## config.mk

```make
export PLATFORM = sky130hd
export DESIGN_NAME = ufc_frame_timer
export DESIGN_NICKNAME = d
export VERILOG_FILES = /design/src/rtl/ufc_pkg.sv /design/src/rtl/ufc_host_comm_area_if.sv /design/src/rtl/ufc_host_comm_area_writer.sv /design/src/rtl/ufc_frame_timer.sv
export SDC_FILE = /design/constraint.sdc
export NUM_CORES = 1
export LEC_CHECK = 0
export ABC_AREA = 1
export BUFFER_PORTS_ARGS = -buffer_cell sky130_fd_sc_hd__buf_2
export CELL_PAD_IN_SITES_DETAIL_PLACEMENT = 1
export CELL_PAD_IN_SITES_GLOBAL_PLACEMENT = 2
export CORE_UTILIZATION = 29
export DETAILED_ROUTE_END_ITERATION = 10
export MAX_ROUTING_LAYER = met4
export PLACE_DENSITY_LB_ADDON = 0.1
export SETUP_SLACK_MARGIN = 0.3
export SYNTH_ARGS = -nofsm -noshare
export SYNTH_HDL_FRONTEND = slang
export SYNTH_SLANG_ARGS = --single-unit
export TNS_END_PERCENT = 10
```

## constraint.sdc

```tcl
create_clock -name clk -period 1.7 [get_ports clk]
set_input_delay 0.425 -clock clk [delete_from_list [all_inputs] [get_ports clk]]
set_output_delay 0.425 -clock clk [all_outputs]
set_load 0.005 [all_outputs]
```

## src/rtl/ufc_pkg.sv

```systemverilog
// constants and types of the usb frame timing counters
package ufc_pkg;
  localparam logic [7:0] OFS_FRAME_LENGTH = 8'h34;
  localparam logic [7:0] OFS_BITS_LEFT = 8'h38;
  localparam logic [7:0] OFS_FRAME_COUNT = 8'h3c;
  localparam int TOGGLE_POS = 31;
  localparam int MAXPKT_LSB = 16;
  localparam int MAXPKT_MSB = 30;
  localparam logic [13:0] FRAME_LENGTH_RST = 14'h2edf;
  localparam logic [14:0] MAXPKT_RST = 15'h0000;
  localparam logic [13:0] BITS_LEFT_RST = 14'h0000;
  localparam logic [15:0] FRAME_COUNT_RST = 16'h0000;
  localparam logic [15:0] FRAME_COUNT_STEP = 16'h0001;
  localparam logic [31:0] RDATA_RST = 32'h0000_0000;
  typedef enum logic [2:0] {
    WR_IDLE = 3'b001,
    WR_SOF = 3'b010,
    WR_STORE = 3'b100
  } ufc_wr_state_t;
endpackage

```

## src/rtl/ufc_host_comm_area_if.sv

```systemverilog
// boundary request from the counters to the comm area writer
`timescale 1ns/1ps
interface ufc_host_comm_area_if;
  logic start;
  logic [15:0] number;
  modport ctl (output start, output number);
  modport wr (input start, input number);
endinterface // ufc_host_comm_area_if

```

## src/rtl/ufc_host_comm_area_writer.sv

```systemverilog
// frame boundary sequencer: sof, comm area store, flag
`timescale 1ns/1ps
module ufc_host_comm_area_writer (
  input wire logic clk,
  input wire logic nrst,
  ufc_host_comm_area_if.wr hif,
  input wire logic host_comm_area_ack,
  output logic host_comm_area_req,
  output logic [15:0] host_comm_area_data,
  output logic sof_pulse,
  output logic frame_start_set,
  output logic first_fetch_ok
);
  ufc_pkg::ufc_wr_state_t state_q, state_d;
  logic req_q, req_d, sof_q, sof_d, flag_q, flag_d, fetch_q, fetch_d;
  logic [15:0] data_q, data_d;

  always_comb begin
    state_d = state_q;
    req_d = req_q;
    data_d = data_q;
    fetch_d = fetch_q;
    sof_d = 1'b0;
    flag_d = 1'b0;
    unique case (state_q)
      ufc_pkg::WR_IDLE: begin
        // a boundary while busy is dropped
        if (hif.start) begin
          state_d = ufc_pkg::WR_SOF;
          data_d = hif.number;
          sof_d = 1'b1;
          fetch_d = 1'b0;
        end
      end
      ufc_pkg::WR_SOF: begin
        state_d = ufc_pkg::WR_STORE;
        req_d = 1'b1;
      end
      ufc_pkg::WR_STORE: begin
        if (host_comm_area_ack) begin
          state_d = ufc_pkg::WR_IDLE;
          req_d = 1'b0;
          flag_d = 1'b1;
          fetch_d = 1'b1;
        end
      end
      default: begin
        state_d = ufc_pkg::WR_IDLE;
        req_d = 1'b0;
      end
    endcase
  end

  always_ff @(posedge clk or negedge nrst) begin
    if (!nrst) begin
      state_q <= ufc_pkg::WR_IDLE;
      req_q <= 1'b0;
      data_q <= ufc_pkg::FRAME_COUNT_RST;
      sof_q <= 1'b0;
      flag_q <= 1'b0;
      fetch_q <= 1'b0;
    end else begin
      state_q <= state_d;
      req_q <= req_d;
      data_q <= data_d;
      sof_q <= sof_d;
      flag_q <= flag_d;
      fetch_q <= fetch_d;
    end
  end

  assign host_comm_area_req = req_q;
  assign host_comm_area_data = data_q;
  assign sof_pulse = sof_q;
  assign frame_start_set = flag_q;
  assign first_fetch_ok = fetch_q;
endmodule // ufc_host_comm_area_writer

```

## src/rtl/ufc_frame_timer.sv

```systemverilog
// frame bits-left and frame count registers with boundary sequencing
`timescale 1ns/1ps
module ufc_frame_timer (
  input wire logic clk,
  input wire logic nrst,
  input wire logic bit_tick,
  input wire logic run_state,
  input wire logic run_enter,
  input wire logic mem_sel,
  input wire logic mem_wr,
  input wire logic [7:0] mem_addr,
  input wire logic [31:0] mem_wdata,
  input wire logic host_comm_area_ack,
  output logic [31:0] mem_rdata,
  output logic mem_rvalid,
  output logic host_comm_area_req,
  output logic [15:0] host_comm_area_data,
  output logic sof_pulse,
  output logic frame_start_set,
  output logic first_fetch_ok
);
  logic [13:0] length_q, length_d;
  logic length_tgl_q, length_tgl_d;
  logic [14:0] maxpkt_q, maxpkt_d;
  logic [13:0] left_q, left_d;
  logic left_tgl_q, left_tgl_d;
  logic [15:0] count_q, count_d;
  logic start_q, start_d;
  logic [31:0] rdata_q, rdata_d;
  logic rvalid_q, rvalid_d;
  logic wr_length, wr_left, wr_count, rd_any;
  logic frame_end, reload_ev;

  ufc_host_comm_area_if hif ();

  assign rd_any = mem_sel && !mem_wr;
  assign wr_length = mem_sel && mem_wr &&
                     (mem_addr == ufc_pkg::OFS_FRAME_LENGTH);
  assign wr_left = mem_sel && mem_wr &&
                   (mem_addr == ufc_pkg::OFS_BITS_LEFT);
  assign wr_count = mem_sel && mem_wr &&
                    (mem_addr == ufc_pkg::OFS_FRAME_COUNT);
  assign frame_end = run_state && bit_tick && (left_q == 14'h0000);
  assign reload_ev = run_enter || frame_end;

  // frame length register, length read at each reload, toggle only at a frame end reload
  always_comb begin
    length_d = length_q;
    length_tgl_d = length_tgl_q;
    maxpkt_d = maxpkt_q;
    if (wr_length) begin
      length_d = mem_wdata[13:0];
      length_tgl_d = mem_wdata[ufc_pkg::TOGGLE_POS];
      maxpkt_d = mem_wdata[ufc_pkg::MAXPKT_MSB:ufc_pkg::MAXPKT_LSB];
    end
  end

  always_ff @(posedge clk or negedge nrst) begin
    if (!nrst) begin
      length_q <= ufc_pkg::FRAME_LENGTH_RST;
      length_tgl_q <= 1'b0;
      maxpkt_q <= ufc_pkg::MAXPKT_RST;
    end else begin
      length_q <= length_d;
      length_tgl_q <= length_tgl_d;
      maxpkt_q <= maxpkt_d;
    end
  end

  // bits-left counter, toggle and frame count
  always_comb begin
    left_d = left_q;
    left_tgl_d = left_tgl_q;
    count_d = count_q;
    start_d = reload_ev;
    if (wr_left) begin
      left_d = mem_wdata[13:0];
      left_tgl_d = mem_wdata[ufc_pkg::TOGGLE_POS];
    end else if (reload_ev) begin
      left_d = length_q;
      if (frame_end) begin
        left_tgl_d = length_tgl_q;
      end
    end else if (run_state && bit_tick) begin
      left_d = left_q - 14'h0001;
    end
    if (wr_count) begin
      count_d = mem_wdata[15:0];
    end else if (reload_ev) begin
      // natural 16-bit wrap from ffff to 0
      count_d = count_q + ufc_pkg::FRAME_COUNT_STEP;
    end
  end

  always_ff @(posedge clk or negedge nrst) begin
    if (!nrst) begin
      left_q <= ufc_pkg::BITS_LEFT_RST;
      left_tgl_q <= 1'b0;
      count_q <= ufc_pkg::FRAME_COUNT_RST;
      start_q <= 1'b0;
    end else begin
      left_q <= left_d;
      left_tgl_q <= left_tgl_d;
      count_q <= count_d;
      start_q <= start_d;
    end
  end

  // boundary handed over one cycle later, count already advanced
  assign hif.start = start_q;
  assign hif.number = count_q;

  ufc_host_comm_area_writer u_writer (
    .clk(clk),
    .nrst(nrst),
    .hif(hif),
    .host_comm_area_ack(host_comm_area_ack),
    .host_comm_area_req(host_comm_area_req),
    .host_comm_area_data(host_comm_area_data),
    .sof_pulse(sof_pulse),
    .frame_start_set(frame_start_set),
    .first_fetch_ok(first_fetch_ok)
  );

  // register read port, reserved bits read zero
  always_comb begin
    rdata_d = ufc_pkg::RDATA_RST;
    rvalid_d = rd_any;
    if (rd_any) begin
      unique case (mem_addr)
        ufc_pkg::OFS_FRAME_LENGTH:
          rdata_d = {length_tgl_q, maxpkt_q, 2'h0, length_q};
        ufc_pkg::OFS_BITS_LEFT:
          rdata_d = {left_tgl_q, 17'h0_0000, left_q};
        ufc_pkg::OFS_FRAME_COUNT:
          rdata_d = {16'h0000, count_q};
        default:
          rdata_d = ufc_pkg::RDATA_RST;
      endcase
    end
  end

  always_ff @(posedge clk or negedge nrst) begin
    if (!nrst) begin
      rdata_q <= ufc_pkg::RDATA_RST;
      rvalid_q <= 1'b0;
    end else begin
      rdata_q <= rdata_d;
      rvalid_q <= rvalid_d;
    end
  end

  assign mem_rdata = rdata_q;
  assign mem_rvalid = rvalid_q;
endmodule // ufc_frame_timer

```

* Word-level counts from Yosys, hierarchy flattened
Cells that the tools add are included.
** Storage, ports and cells
- ROM bits :: 0
- Output and inout bits :: 53
- Word-level logic and storage cells :: 68
- Flip-flop bits (word level) :: 118
- Input port bits :: 48
- Bits in latches :: 0
- Memories kept :: 0
- RAM bits :: 0
** Cells by class
- Multipliers :: 0
- Order comparisons :: 0
- Reduce and logical (&&, ||, !) cells :: 20
- Divide/modulo/power cells :: 0
- Muxes and demuxes :: 22
- Equality and inequality tests :: 8
- Bitwise operators :: 1
- $add $sub $neg :: 2
- Shift operators :: 0
** Operator list (count)
- 32-bit one-hot mux with 3 select lines :: 1
- 14-bit 2-to-1 mux :: 3
- 16-bit 2-to-1 mux :: 2
- 32-bit 2-to-1 mux :: 1
- 8-bit by 6-bit equality test with 1-bit output, second input constant :: 3
- 16-bit by 1-bit adder with 16-bit output, second input constant :: 1
- 14-bit logical NOT :: 1
- 14-bit by 1-bit subtractor with 14-bit output, second input constant :: 1
- 1-bit 2-to-1 mux :: 10
- 3-bit one-hot mux with 3 select lines :: 1
- 2-bit AND reduction :: 4
- 2-bit nonzero test :: 4
- 1-bit logical AND :: 7
- 3-bit 2-to-1 mux :: 2
- 2-bit inequality test, second input constant :: 2
- 3-bit by 1-bit equality test with 1-bit output, second input constant :: 1
- 3-bit by 2-bit equality test with 1-bit output, second input constant :: 1
- 3-bit equality test, second input constant :: 1
- 1-bit one-hot mux with 3 select lines :: 1
- 3-bit AND reduction :: 1
- 3-bit nonzero test :: 1
- 1-bit one-hot mux with 2 select lines :: 1
- 1-bit logical NOT :: 1
- 1-bit logical OR :: 1
- 1-bit NOT :: 1

* Depth between registers and ports, before layout
Gate-level depths: netlist of the first run.
- Depth in word-level cells :: 5
- Mapped depth :: 11
- Gate-level depth less buffers :: 11

* Hierarchy
A second synthesis of the first run with hierarchy kept.
** Second synthesis, totals
- Cell total of the unflattened synthesis :: 765
- Area, all modules :: 5921.9 um^2
** Modules (own cells, without submodules)
- ufc_frame_timer :: area each 4983.5 um^2, times used 1, cells each 666, sequential area each 2391.0 um^2
- ufc_host_comm_area_writer :: area each 938.4 um^2, times used 1, cells each 99, sequential area each 576.8 um^2

* Worst setup path before layout of the first run
OpenSTA, ideal clock, no wires.
- Path kind :: flip-flop to flip-flop
- Start point :: register left_q[0]
- End point :: register count_q[1]
- Library setup time :: 0.087 ns
- Buffers on the path :: 0
- Required time :: 1.613 ns
- Arrival :: 1.658 ns
- Slack :: -0.045 ns
- Stages on the path, launching flop included :: 11
- Period minus slack after synthesis :: 1.745 ns
- Path through :: dfrtp_1 > inv_1 > ha_1 > nand2_1 > nor2_4 > nand3_4 > nand2_4 > nand2_1 > inv_2 > nand2_1 > o211ai_1
** Between the ends
- Longest elaborated chain between the ends :: 4
** RTL lines
- start: declaration :: line ufc_frame_timer.sv:25 : logic [13:0] left_q, left_d;
- start signal: assignment :: line ufc_frame_timer.sv:97 : left_q <= ufc_pkg::BITS_LEFT_RST;
- start signal: assignment :: line ufc_frame_timer.sv:102 : left_q <= left_d;
- 14-bit logical NOT :: line ufc_frame_timer.sv:43 : assign frame_end = run_state && bit_tick && (left_q == 14'h0000);
- 1-bit logical AND :: line ufc_frame_timer.sv:43
- 1-bit logical OR :: line ufc_frame_timer.sv:44 : assign reload_ev = run_enter || frame_end;
- 2-bit nonzero test (no line)
- end signal: assignment :: line ufc_frame_timer.sv:99 : count_q <= ufc_pkg::FRAME_COUNT_RST;
- end signal: assignment :: line ufc_frame_timer.sv:104 : count_q <= count_d;
- end: declaration :: line ufc_frame_timer.sv:27 : logic [15:0] count_q, count_d;
No other way between the ends.
A chain may end at the register's enable or synchronous reset.

* Worst setup path in the final report of the first run
- Start point :: register left_q[13]
- End point :: register count_q[5]
The elaborated chain is that of the path after synthesis.

==> metrics, run 1 <==
Hold/Removal Path Class input port to register; complex-gate fraction of the synthesized area about 6.4%; R2R cell count 8; largest family of logic cells by synthesized area simple AND/OR/NAND/NOR gates; max incr delay on CP ~400 ps; Tot GR Track Use between 20% and 30%; worst path cell trace nor3_1 > nand3_4 > nand2_8 > buf_6 > nor2_4 > buf_12 > nand2_4 > o211ai_1; #FFs+latches synth ~120; initial core utilization around 30%; routed wire length roughly 19000 um; CTS sink count 118; CTS tree done; Peak VDD IR between 0.0006 and 0.0007 V; DP Worst Slack -195 ps; Hold Vio Cnt, Final 0; Worst setup EP type register; die area roughly 20000 um^2; first-pass GRT wire length 29900 um; antenna-violating nets left 0; Yosys top cell area share between 40% and 50%; Synthesis Warnings 0; Combinational Power Share between 20 and 25%; die span in y about 140 um; Relative slew margins between 70% and 80%; layout cells sized above 1 30.6%; drt first pass iters 4; GR Overflow Total 0; nets@finish 954; RePlAce Congestion ~0.80; DRC errors left 0; Area contributors post-synth dfrtp_1 (46%), nand2_1 (17%), nand3_1 (6.8%); reg2reg start left_q[13]$_DFFE_PN0P_; count of port buffers added during placement 100; Synth-to-Final Area Change 41.3%; P_sw 2.80 mW; Lkg Pwr between 4 and 5 nW; n_diodes 0; hold depth 3; CTS clk-pin slew, worst paths around 60 ps; fin util a little over two fifths; final max-slew violation count 0; crit path kind register to register; worst r2r dst count_q[5]$_DFFE_PN0P_; pin count of the biggest net entering global routing just over 40; Power per Cell Area between 1000 and 1500 nW/um^2; crit path to count_q[5]$_DFFE_PN0P_; CTS max path bufs 2; WP depth 8; Core ar. between 15000 and 20000 um^2; CP delay by family, top simple AND/OR/NAND/NOR gates; clock share of power around two fifths; hold_sp mem_wdata[21]; Clock Root Buffer clkbuf_16; total CTS buffers 17; Clk Latency, worst-skew pair roughly 420 ps; reg2reg setup slack 10 ps; mux cell area share after synthesis 0%; via count of the first global-routing pass approximately 5600; sequential fraction of design power approximately 36%; hpwl dp between 10000 and 15000 um; Yosys top cell by area dfrtp_1; status finished, final reports clean; Max-Cap Viols 0; switch share between 20 and 30%; WL per Instance roughly 16 um; worst slew pin tran 443 ps; Setup crit start kind register; via/cell ratio 4.54; unrepaired setup endpoints after global routing true; Post-Synth Adder-Cell Area less than 1%; min Tclk post-route 1690 ps; Placed Area around 7000 um^2; Critical Path Fanout Max 8; cell-internal power 6.64 mW; slowest CP cell dfrtp_1; CP Buf/Inv Count 2; period utilization 99.3%; initial antenna violation count 0; sequential share of the synthesized area between 50% and 60%; Post-Syn Area roughly 5700 um^2; max frequency approximately 590 MHz; Final Cell Area just over 8000 um^2; I/O pins 101; Core Rows 51; xor and xnor area share after synthesis 2.60%; Net Count, Synth between 700 and 800; DRT iter0 DRCs 179; Setup Skew roughly 10 ps; final worst setup slack around 12 ps; CP Launch Point left_q[13]$_DFFE_PN0P_; CP required between 1500 and 2000 ps; Unique masters post-synth 31; die width ~140 um; H-Tree Depth 4; Post-Syn Instances a little over 700; Vias around 5400; total power roughly 9.4 mW; final setup fails 0; post-synthesis simple-gate area fraction a little under a third; Critical Path AT slightly below 2000 ps; Mapped Avg Cell Area 7.88 um^2
## registers in the layout (all words and copies together), names as in the netlist
| register | flops |
|---|---|
| u_writer.first_fetch_ok | 1 |
| left_q | 14 |
| u_writer.state_q | 3 |
| u_writer.sof_pulse | 1 |
| maxpkt_q | 15 |
| u_writer.frame_start_set | 1 |
| count_q | 16 |
| u_writer.host_comm_area_data | 16 |
| left_tgl_q | 1 |
| mem_rdata | 32 |
| hif.start | 1 |
| length_tgl_q | 1 |
| mem_rvalid | 1 |
| length_q | 14 |
| u_writer.host_comm_area_req | 1 |
## stage by stage
step           hold WS, ps  std cells  TNS, ps
4_1_cts                214       1176        0
3_5_place_dp           334       1139    -7880
2_1_floorplan          129        726        0
5_1_grt                224       1182     -596
6_report               232       1182        0
3_3_place_gp           334       1139    -4880
## cells in the final DEF, fill, tap and decap left out, types with 2 or more instances in the layout
cell        Yosys  routed
a21oi_1         4       4
and2_1          2       2
buf_12          0      10
buf_2           7      99
buf_4           3      67
buf_6           0       4
bufinv_16       0       4
clkbuf_1       13       2
clkbuf_16       0      18
clkbuf_8        0       3
clkinv_1        2       2
clkinv_4        0       2
clkinvlp_4      0       3
dfrtp_1       106     106
dfstp_2        12      12
inv_1          80      72
inv_2           1       8
inv_6           0       2
nand2_1       258     240
nand2_2         0       9
nand2_4         2      10
nand3_1        78      70
nand3_2         1       9
nand4_1         3       3
nor2_1         63      54
nor2_2          2       8
nor2_4          2       5
nor3_1         10       8
nor3_4          1       3
o211ai_1       10      10
o21ai_0        32      28
o21ai_1         0       4
o221ai_1        9       9
o22ai_1         2       2
xor2_1         16      16
## synth_stat cells, drive strengths merged
cell    count
clkbuf     13
nor3       11
o211ai     10
nor4        1
nand3      80
xor2       16
clkinv      2
dfrtp     106
a21oi       4
nand4       4
xnor2       1
and2        2
inv        81
nand2     260
buf        10
o21ai      32
o221ai      9
dfstp      12
nor2       67
a31oi       1
ha          2
o22ai       2
## how the worst min path moves through the flow
stage | to | slack (ps)
finish | maxpkt_q[5]$_DFFE_PN0P_ | 230
global route | maxpkt_q[13]$_DFFE_PN0P_ | 220
CTS | maxpkt_q[13]$_DFFE_PN0P_ | 210
detailed placement | mem_rdata[0]$_DFF_PN0_ | 330
global placement | mem_rdata[1]$_DFF_PN0_ | 330
floorplan | count_q[0]$_DFFE_PN0P_ | 130
## power by group through the flow
| stage | Sequential, mW | Combinational [mW] | Clock [mW] |
|---|---|---|---|
| 2_1_floorplan | 3.43 | 0.951 | 0 |
| 5_1_grt | 3.45 | 2.33 | 4.17 |
| 3_5_place_dp | 3.42 | 1.88 | 0 |
| 6_report | 3.40 | 2.08 | 3.96 |
| 3_3_place_gp | 3.40 | 1.85 | 0 |
| 4_1_cts | 3.38 | 1.93 | 4.05 |
## timing repair
item,CTS,global route
endpoints found under the hold margin,9,0
endpoints found under the setup margin,46,85
gates resized for setup,10,55
buffers inserted,4,5
pin swaps,2,8
hold buffers,1,0
gates cloned,0,1
## cell type report
| cell class | count | area [um^2] |
|---|---|---|
| fill | 2365 | 11300 |
| sequential | 118 | 2970 |
| multi-input combinational | 502 | 2550 |
| timing repair buffer | 182 | 1280 |
| clock buffer | 22 | 474 |
| tap | 265 | 332 |
| inverter | 83 | 317 |
| clock inverter | 10 | 169 |
## worst min-delay path, delay by kind of cell
kind                   cells  cell delay, ps
buffers and inverters      1              80
AND/OR/NAND/NOR            2             120
## kinds of logic after synthesis
logic type,after synthesis
compound gates,58
xor+xnor,17
fa+ha+maj,2
buf+inv,106
flops,118
simple gates,425
## layer usage
layer	global-route usage (%)	up-vias	share of wire (%)
met3	3.26	14	3.0
li1	-	2650	-
met4	7.07	0	1.1
met2	32.5	98	49
met1	25.6	2607	47
met5	-	-	0
Power figures use the tool's default switching activity.
==> run 2: changes to the inputs <==
clock period = 1.45 ns   (was 1.7 ns; I/O delays follow)
==> metrics, run 2 (synthesized netlist as in run 1, its figures left out) <==
worst slew pin tran 345 ps (was 443 ps); initial antenna violation count 0 (unchanged); antenna-violating nets left 0 (unchanged); worst path cell trace inv_2 > ha_4 > nand2_4 > nor2_4 > nand3_4 > nand2_8 > nor2_4 > buf_12 > buf_6 > nand2_2 > nand2_1 (was nor3_1 > nand3_4 > nand2_8 > buf_6 > nor2_4 > buf_12 > nand2_4 > o211ai_1); Final Cell Area 8720 um^2 (was 8090 um^2); register area 2970 um^2 (unchanged); pin count of the biggest net entering global routing 46 (was 41); Tot GR Track Use 21.2% (was 20.2%); final setup fails 32 (was 0); drt first pass iters 6 (was 4); via/cell ratio 4.57 (was 4.54); max reg flops 32 (unchanged); Core ar. 19400 um^2 (unchanged); final max-slew violation count 0 (unchanged); Placed Area 7290 um^2 (was 7130 um^2); CTS clk-pin slew, worst paths 60 ps (about the same); Peak VDD IR 0.000806 V (was 0.000663 V); Synth-to-Final Area Change 52.3% (was 41.3%); Clk Latency, worst-skew pair 430 ps (was 420 ps); status complete, but fails checks (was finished, final reports clean); CP most frequent cell nor2_4; filler instances 2317 (was 2365); Hold/Removal Path Class input port to register (unchanged); first-pass GRT wire length 31400 um (was 29900 um); crit path kind register to register (unchanged); die span in y 142 um (unchanged); min Tclk post-route 1590 ps (was 1690 ps); count of port buffers added during placement 100 (unchanged); CP Buf/Inv Count 3 (was 2); routed wire length 19700 um (was 18900 um); Min Hold Slack 159 ps (was 232 ps); Relative slew margins 77.0% (was 70.3%); Max-Cap Viols 0 (unchanged); layout cells sized above 1 42.0% (was 30.6%); Critical Path AT 1900 ps (was 1970 ps); n_diodes 0 (unchanged); RePlAce Congestion 0.852 (was 0.799); nets@finish 971 (was 954); Power per Cell Area 1320 nW/um^2 (was 1170 nW/um^2); DRC errors left 0 (unchanged); initial core utilization 29.5% (unchanged); H-Tree Depth 4 (unchanged); CP delay by family, top simple AND/OR/NAND/NOR gates (unchanged); via count of the first global-routing pass 5872 (was 5567); period utilization 110% (was 99.3%); hpwl dp 14400 um (was 14000 um); die area 20300 um^2 (unchanged); hold depth 3 (unchanged); Core Rows 51 (unchanged); R2R cell count 11 (was 8); CTS tree done (unchanged); WL per Instance 16.4 um (was 16.0 um); CTS sink count 118 (unchanged); CTS max path bufs 2 (unchanged); Lkg Pwr 4.57 nW (was 4.34 nW); Setup Skew 7.95 ps (was 9.76 ps); Worst setup EP type register (unchanged); GR Overflow Total 0 (unchanged); I/O pins 101 (unchanged); Setup crit start kind register (unchanged); max frequency 628 MHz (was 593 MHz); WP depth 11 (was 8); failing checks setup timing; total CTS buffers 17 (unchanged); die width 142 um (unchanged); unrepaired setup endpoints after global routing true (unchanged); max incr delay on CP 400 ps (about the same); Hold Vio Cnt, Final 0 (unchanged); final worst setup slack -142 ps (was 12.5 ps); CP required 1760 ps (was 1980 ps); DRT iter0 DRCs 203 (was 179); area of the multi-input gates 3010 um^2 (was 2550 um^2); leading cell type in the layout, fill and taps excluded nand2_1 (unchanged); Clock Root Buffer clkbuf_16 (unchanged); Critical Path Fanout Max 19 (was 8); Vias 5483 (was 5369); most frequent cells in the layout nand2_1 (187), dfrtp_1 (106), buf_2 (95) (was nand2_1 (240), dfrtp_1 (106), buf_2 (99)); slowest CP cell dfrtp_1 (unchanged)
run 2: cell count changes in the layout (fill, tap and decap cells not counted), moves of 4 or more:
| cell | before | now |
|---|---|---|
| o21ai_0 | 28 | 5 |
| inv_1 | 72 | 62 |
| nand2_4 | 10 | 37 |
| nand2_2 | 9 | 34 |
| o21ai_1 | 4 | 10 |
| o21ai_2 | 0 | 16 |
| inv_2 | 8 | 16 |
| buf_2 | 99 | 95 |
| buf_4 | 67 | 78 |
| buf_6 | 4 | 12 |
| nand2_1 | 240 | 187 |
| o221ai_1 | 9 | 0 |
| o221ai_2 | 0 | 9 |
run 2: stage by stage:
step / util, % / worst slack, ps / setup TNS (ps) / total power [mW] / instances
2_1_floorplan: - / -107 / -5140 / 5.15 / 726
3_3_place_gp: 37.6 / -350 / -18640 / 6.27 / 1159
3_5_place_dp: 37.6 / -438 / -23670 / 6.36 / 1159
4_1_cts: 42.9 / -191 / -3630 / 11.3 / 1193
5_1_grt: 44.9 / -242 / -6650 / 12.1 / 1199
6_report: 44.9 / -142 / -3290 / 11.5 / 1199
run 2: area by class of cell:
| cell class | count | area share [%] |
|---|---|---|
| Timing Repair Buffer | 198 | 16.5 |
| Inverter | 83 | 3.78 |
| Multi-Input combinational cell | 502 | 34.6 |
| Clock buffer | 24 | 5.53 |
| Sequential cell | 118 | 34.1 |
| Clock inverter | 8 | 1.71 |
| Timing Repair inverter | 1 | 0.0718 |
| Tap cell | 265 | 3.80 |
run 2: final timing paths:
path | start | to | slack (ps)
setup / recovery | left_q[1]$_DFFE_PN0P_ | left_q[2]$_DFFE_PN0P_ | -140
hold / removal | mem_wdata[28] | maxpkt_q[12]$_DFFE_PN0P_ | 160
setup reg to reg | left_q[1]$_DFFE_PN0P_ | left_q[2]$_DFFE_PN0P_ | -140
hold reg to reg | hif.start$_DFF_PN0_ | u_writer.state_q[0]$_DFFE_PN1P_ | 450
max in group asynchronous | nrst | length_q[13]$_DFFE_PN1P_ | 580
min in group asynchronous | nrst | u_writer.host_comm_area_req$_DFFE_PN0P_ | 320
run 2: where the power goes:
| group | internal, mW | switching [mW] |
|---|---|---|
| combinational | 1.24 | 1.62 |
| sequential | 3.70 | 0.362 |
| clock | 3.01 | 1.55 |
run 2: timing repair:
item / in CTS / in global routing
endpoints found under the hold margin: 10 / 0
gates cloned: 0 / 1
setup endpoints to repair: 151 / 157
setup buffers: 1 / 5
pin swaps: 73 / 93
hold buffers: 1 / 0
gates resized for setup: 141 / 89
run 2: worst reg2reg max path, delay by kind of cell (launching register included):
| kind | cells | cell delay, ps |
|---|---|---|
| flip-flops | 1 | 400 |
| buffers and inverters | 3 | 370 |
| adder cells (fa/ha/maj) | 1 | 160 |
| AND/OR/NAND/NOR | 7 | 550 |
run 2: per-layer routing:
| layer | GRT usage [%] | part of all wire, % | routed length [um] |
|---|---|---|---|
| met1 | 26.0 | 46 | 9080 |
| met2 | 35.3 | 49 | 9660 |
| met4 | 6.56 | 1.6 | 306 |
| met5 | - | 0 | 0 |
| met3 | 4.07 | 3.2 | 637 |
==> run 3: changes to the inputs <==
PLACE_DENSITY = 0.86   (was default)
PLACE_DENSITY_LB_ADDON = default   (was 0.1)
==> metrics, run 3 (synthesized netlist as in run 1, its figures left out) <==
drt first pass iters 4 (was 6); leading cell type in the layout, fill and taps excluded nand2_1 (unchanged); layout cells sized above 1 34.0% (was 42.0%); CTS sink count 118 (unchanged); Max-Cap Viols 0 (unchanged); CTS tree done (unchanged); via/cell ratio 4.64 (was 4.57); final worst setup slack -162 ps (was -142 ps); Critical Path AT 1900 ps (about the same); Core ar. 19400 um^2 (unchanged); most frequent cells in the layout nand2_1 (226), dfrtp_1 (105), buf_2 (99) (was nand2_1 (187), dfrtp_1 (106), buf_2 (95)); max reg flops 32 (unchanged); Critical Path Fanout Max 8 (was 19); period utilization 111% (was 110%); worst path cell trace inv_2 > ha_4 > nand2_4 > nor2_4 > nand3_4 > nand2_8 > buf_12 > nor2_4 > buf_6 > nand2_2 > o211ai_1 (was inv_2 > ha_4 > nand2_4 > nor2_4 > nand3_4 > nand2_8 > nor2_4 > buf_12 > buf_6 > nand2_2 > nand2_1); area of the multi-input gates 2630 um^2 (was 3010 um^2); fin util 42.2% (was 44.9%); routed wire length 19100 um (was 19700 um); worst slew pin tran 404 ps (was 345 ps); failing checks setup timing (unchanged); DRC errors left 0 (unchanged); CP Launch Point left_q[1]$_DFFE_PN0P_ (unchanged); Core Rows 51 (unchanged); slowest CP cell dfrtp_1 (unchanged); CP most frequent cell nor2_4 (unchanged); Relative slew margins 72.8% (was 77.0%); Power per Cell Area 1360 nW/um^2 (was 1320 nW/um^2); antenna-violating nets left 0 (unchanged); Hold/Removal Path Class input port to register (unchanged); GR Overflow Total 0 (unchanged); Peak VDD IR 0.000822 V (was 0.000806 V); max frequency 620 MHz (was 628 MHz); via count of the first global-routing pass 5797 (was 5872); Tot GR Track Use 20.8% (was 21.2%); register area 2970 um^2 (about the same); die width 142 um (unchanged); count of port buffers added during placement 100 (unchanged); initial core utilization 29.5% (unchanged); reg2reg start left_q[1]$_DFFE_PN0P_ (unchanged); Lkg Pwr 4.32 nW (was 4.57 nW); Final Cell Area 8190 um^2 (was 8720 um^2); Setup TNS Final -3570 ps (was -3290 ps); n_diodes 0 (unchanged); initial antenna violation count 0 (unchanged); unrepaired setup endpoints after global routing true (unchanged); Hold Vio Cnt, Final 0 (unchanged); Setup Skew 6.94 ps (was 7.95 ps); R2R cell count 11 (unchanged); WL per Instance 16.1 um (was 16.4 um); I/O pins 101 (unchanged); Min Hold Slack 161 ps (was 159 ps); first-pass GRT wire length 31100 um (was 31400 um); crit path kind register to register (unchanged); total CTS buffers 17 (unchanged); RePlAce Congestion 0.825 (was 0.852); die area 20300 um^2 (unchanged); Worst setup EP type register (unchanged); min Tclk post-route 1610 ps (was 1590 ps); reg2reg setup slack -160 ps (was -140 ps); Setup crit start kind register (unchanged); status complete, but fails checks (unchanged); hpwl dp 13600 um (was 14400 um); nets@finish 960 (was 971); max incr delay on CP 390 ps (was 400 ps); CTS clk-pin slew, worst paths 60 ps (about the same); Placed Area 7200 um^2 (was 7290 um^2); Vias 5516 (was 5483); worst r2r dst count_q[2]$_DFFE_PN0P_ (was left_q[2]$_DFFE_PN0P_); final max-slew violation count 0 (unchanged); crit path to count_q[2]$_DFFE_PN0P_ (was left_q[2]$_DFFE_PN0P_); H-Tree Depth 4 (unchanged); pin count of the biggest net entering global routing 57 (was 46); die span in y 142 um (unchanged); CP required 1740 ps (was 1760 ps); final setup fails 31 (was 32); Clk Latency, worst-skew pair 420 ps (was 430 ps); DRT iter0 DRCs 240 (was 203); Synth-to-Final Area Change 43.1% (was 52.3%); Clock Root Buffer clkbuf_16 (unchanged); filler instances 2390 (was 2317); CTS max path bufs 2 (unchanged)
==> run 3: what timing repair did <==
action / in CTS / in global routing
endpoints found under the setup margin: 145 / 151
endpoints found under the hold margin: 10 / 0
setup buffers: 5 / 2
hold buffers: 1 / 0
gates resized for setup: 60 / 51
pin swaps: 27 / 27
cloned: 1 / 0
==> run 3: worst min path at each step <==
stage	depth (start not counted)	slack, ps	start	to
6_report	3	160	mem_wdata[17]	maxpkt_q[1]$_DFFE_PN0P_
5_1_grt	3	170	mem_wdata[25]	maxpkt_q[9]$_DFFE_PN0P_
4_1_cts	3	150	mem_wdata[17]	maxpkt_q[1]$_DFFE_PN0P_
3_5_place_dp	1	230	nrst	maxpkt_q[11]$_DFFE_PN0P_
3_3_place_gp	1	220	nrst	mem_rdata[27]$_DFF_PN0_
2_1_floorplan	0	70	nrst	count_q[0]$_DFFE_PN0P_
==> run 3: where the power goes <==
part / switching, mW / leakage [nW] / internal, mW
logic: 1.53 / 2.45 / 1.17
clock network: 1.65 / 0.301 / 2.76
registers: 0.339 / 1.56 / 3.70
==> run 3: per-layer routing <==
metal,share of wire (%),vias up,global-route usage [%]
met3,3.8,17,3.87
met2,49,117,34.1
met4,0.94,0,4.92
met1,46,2705,26.5
met5,0,-,-
li1,-,2677,-
==> run 3: final cells by class <==
class                           count  area share, %
Inverter                           83           4.08
Timing Repair Buffer              188           16.1
Sequential cell                   118           36.3
Clock buffer                       18           5.36
Clock inverter                     14           2.12
Multi-Input combinational cell    502           32.1
Tap cell                          265           4.05
==> run 3: stage by stage <==
step | power [mW] | std cells | setup slack [ps]
2_1_floorplan | 5.15 | 726 | -107
3_3_place_gp | 6.21 | 1147 | -258
3_5_place_dp | 6.28 | 1147 | -259
4_1_cts | 11.0 | 1186 | -195
5_1_grt | 11.7 | 1188 | -266
6_report | 11.2 | 1188 | -162
==> run 3: worst max-delay path, delay by kind of cell, from the launching register on <==
kind	cells	cell delay, ps
AOI/OAI and AO/OA	1	100
adders and majority gates	1	150
buffers and inverters	3	320
DFF	1	390
and+or+nand+nor	6	520
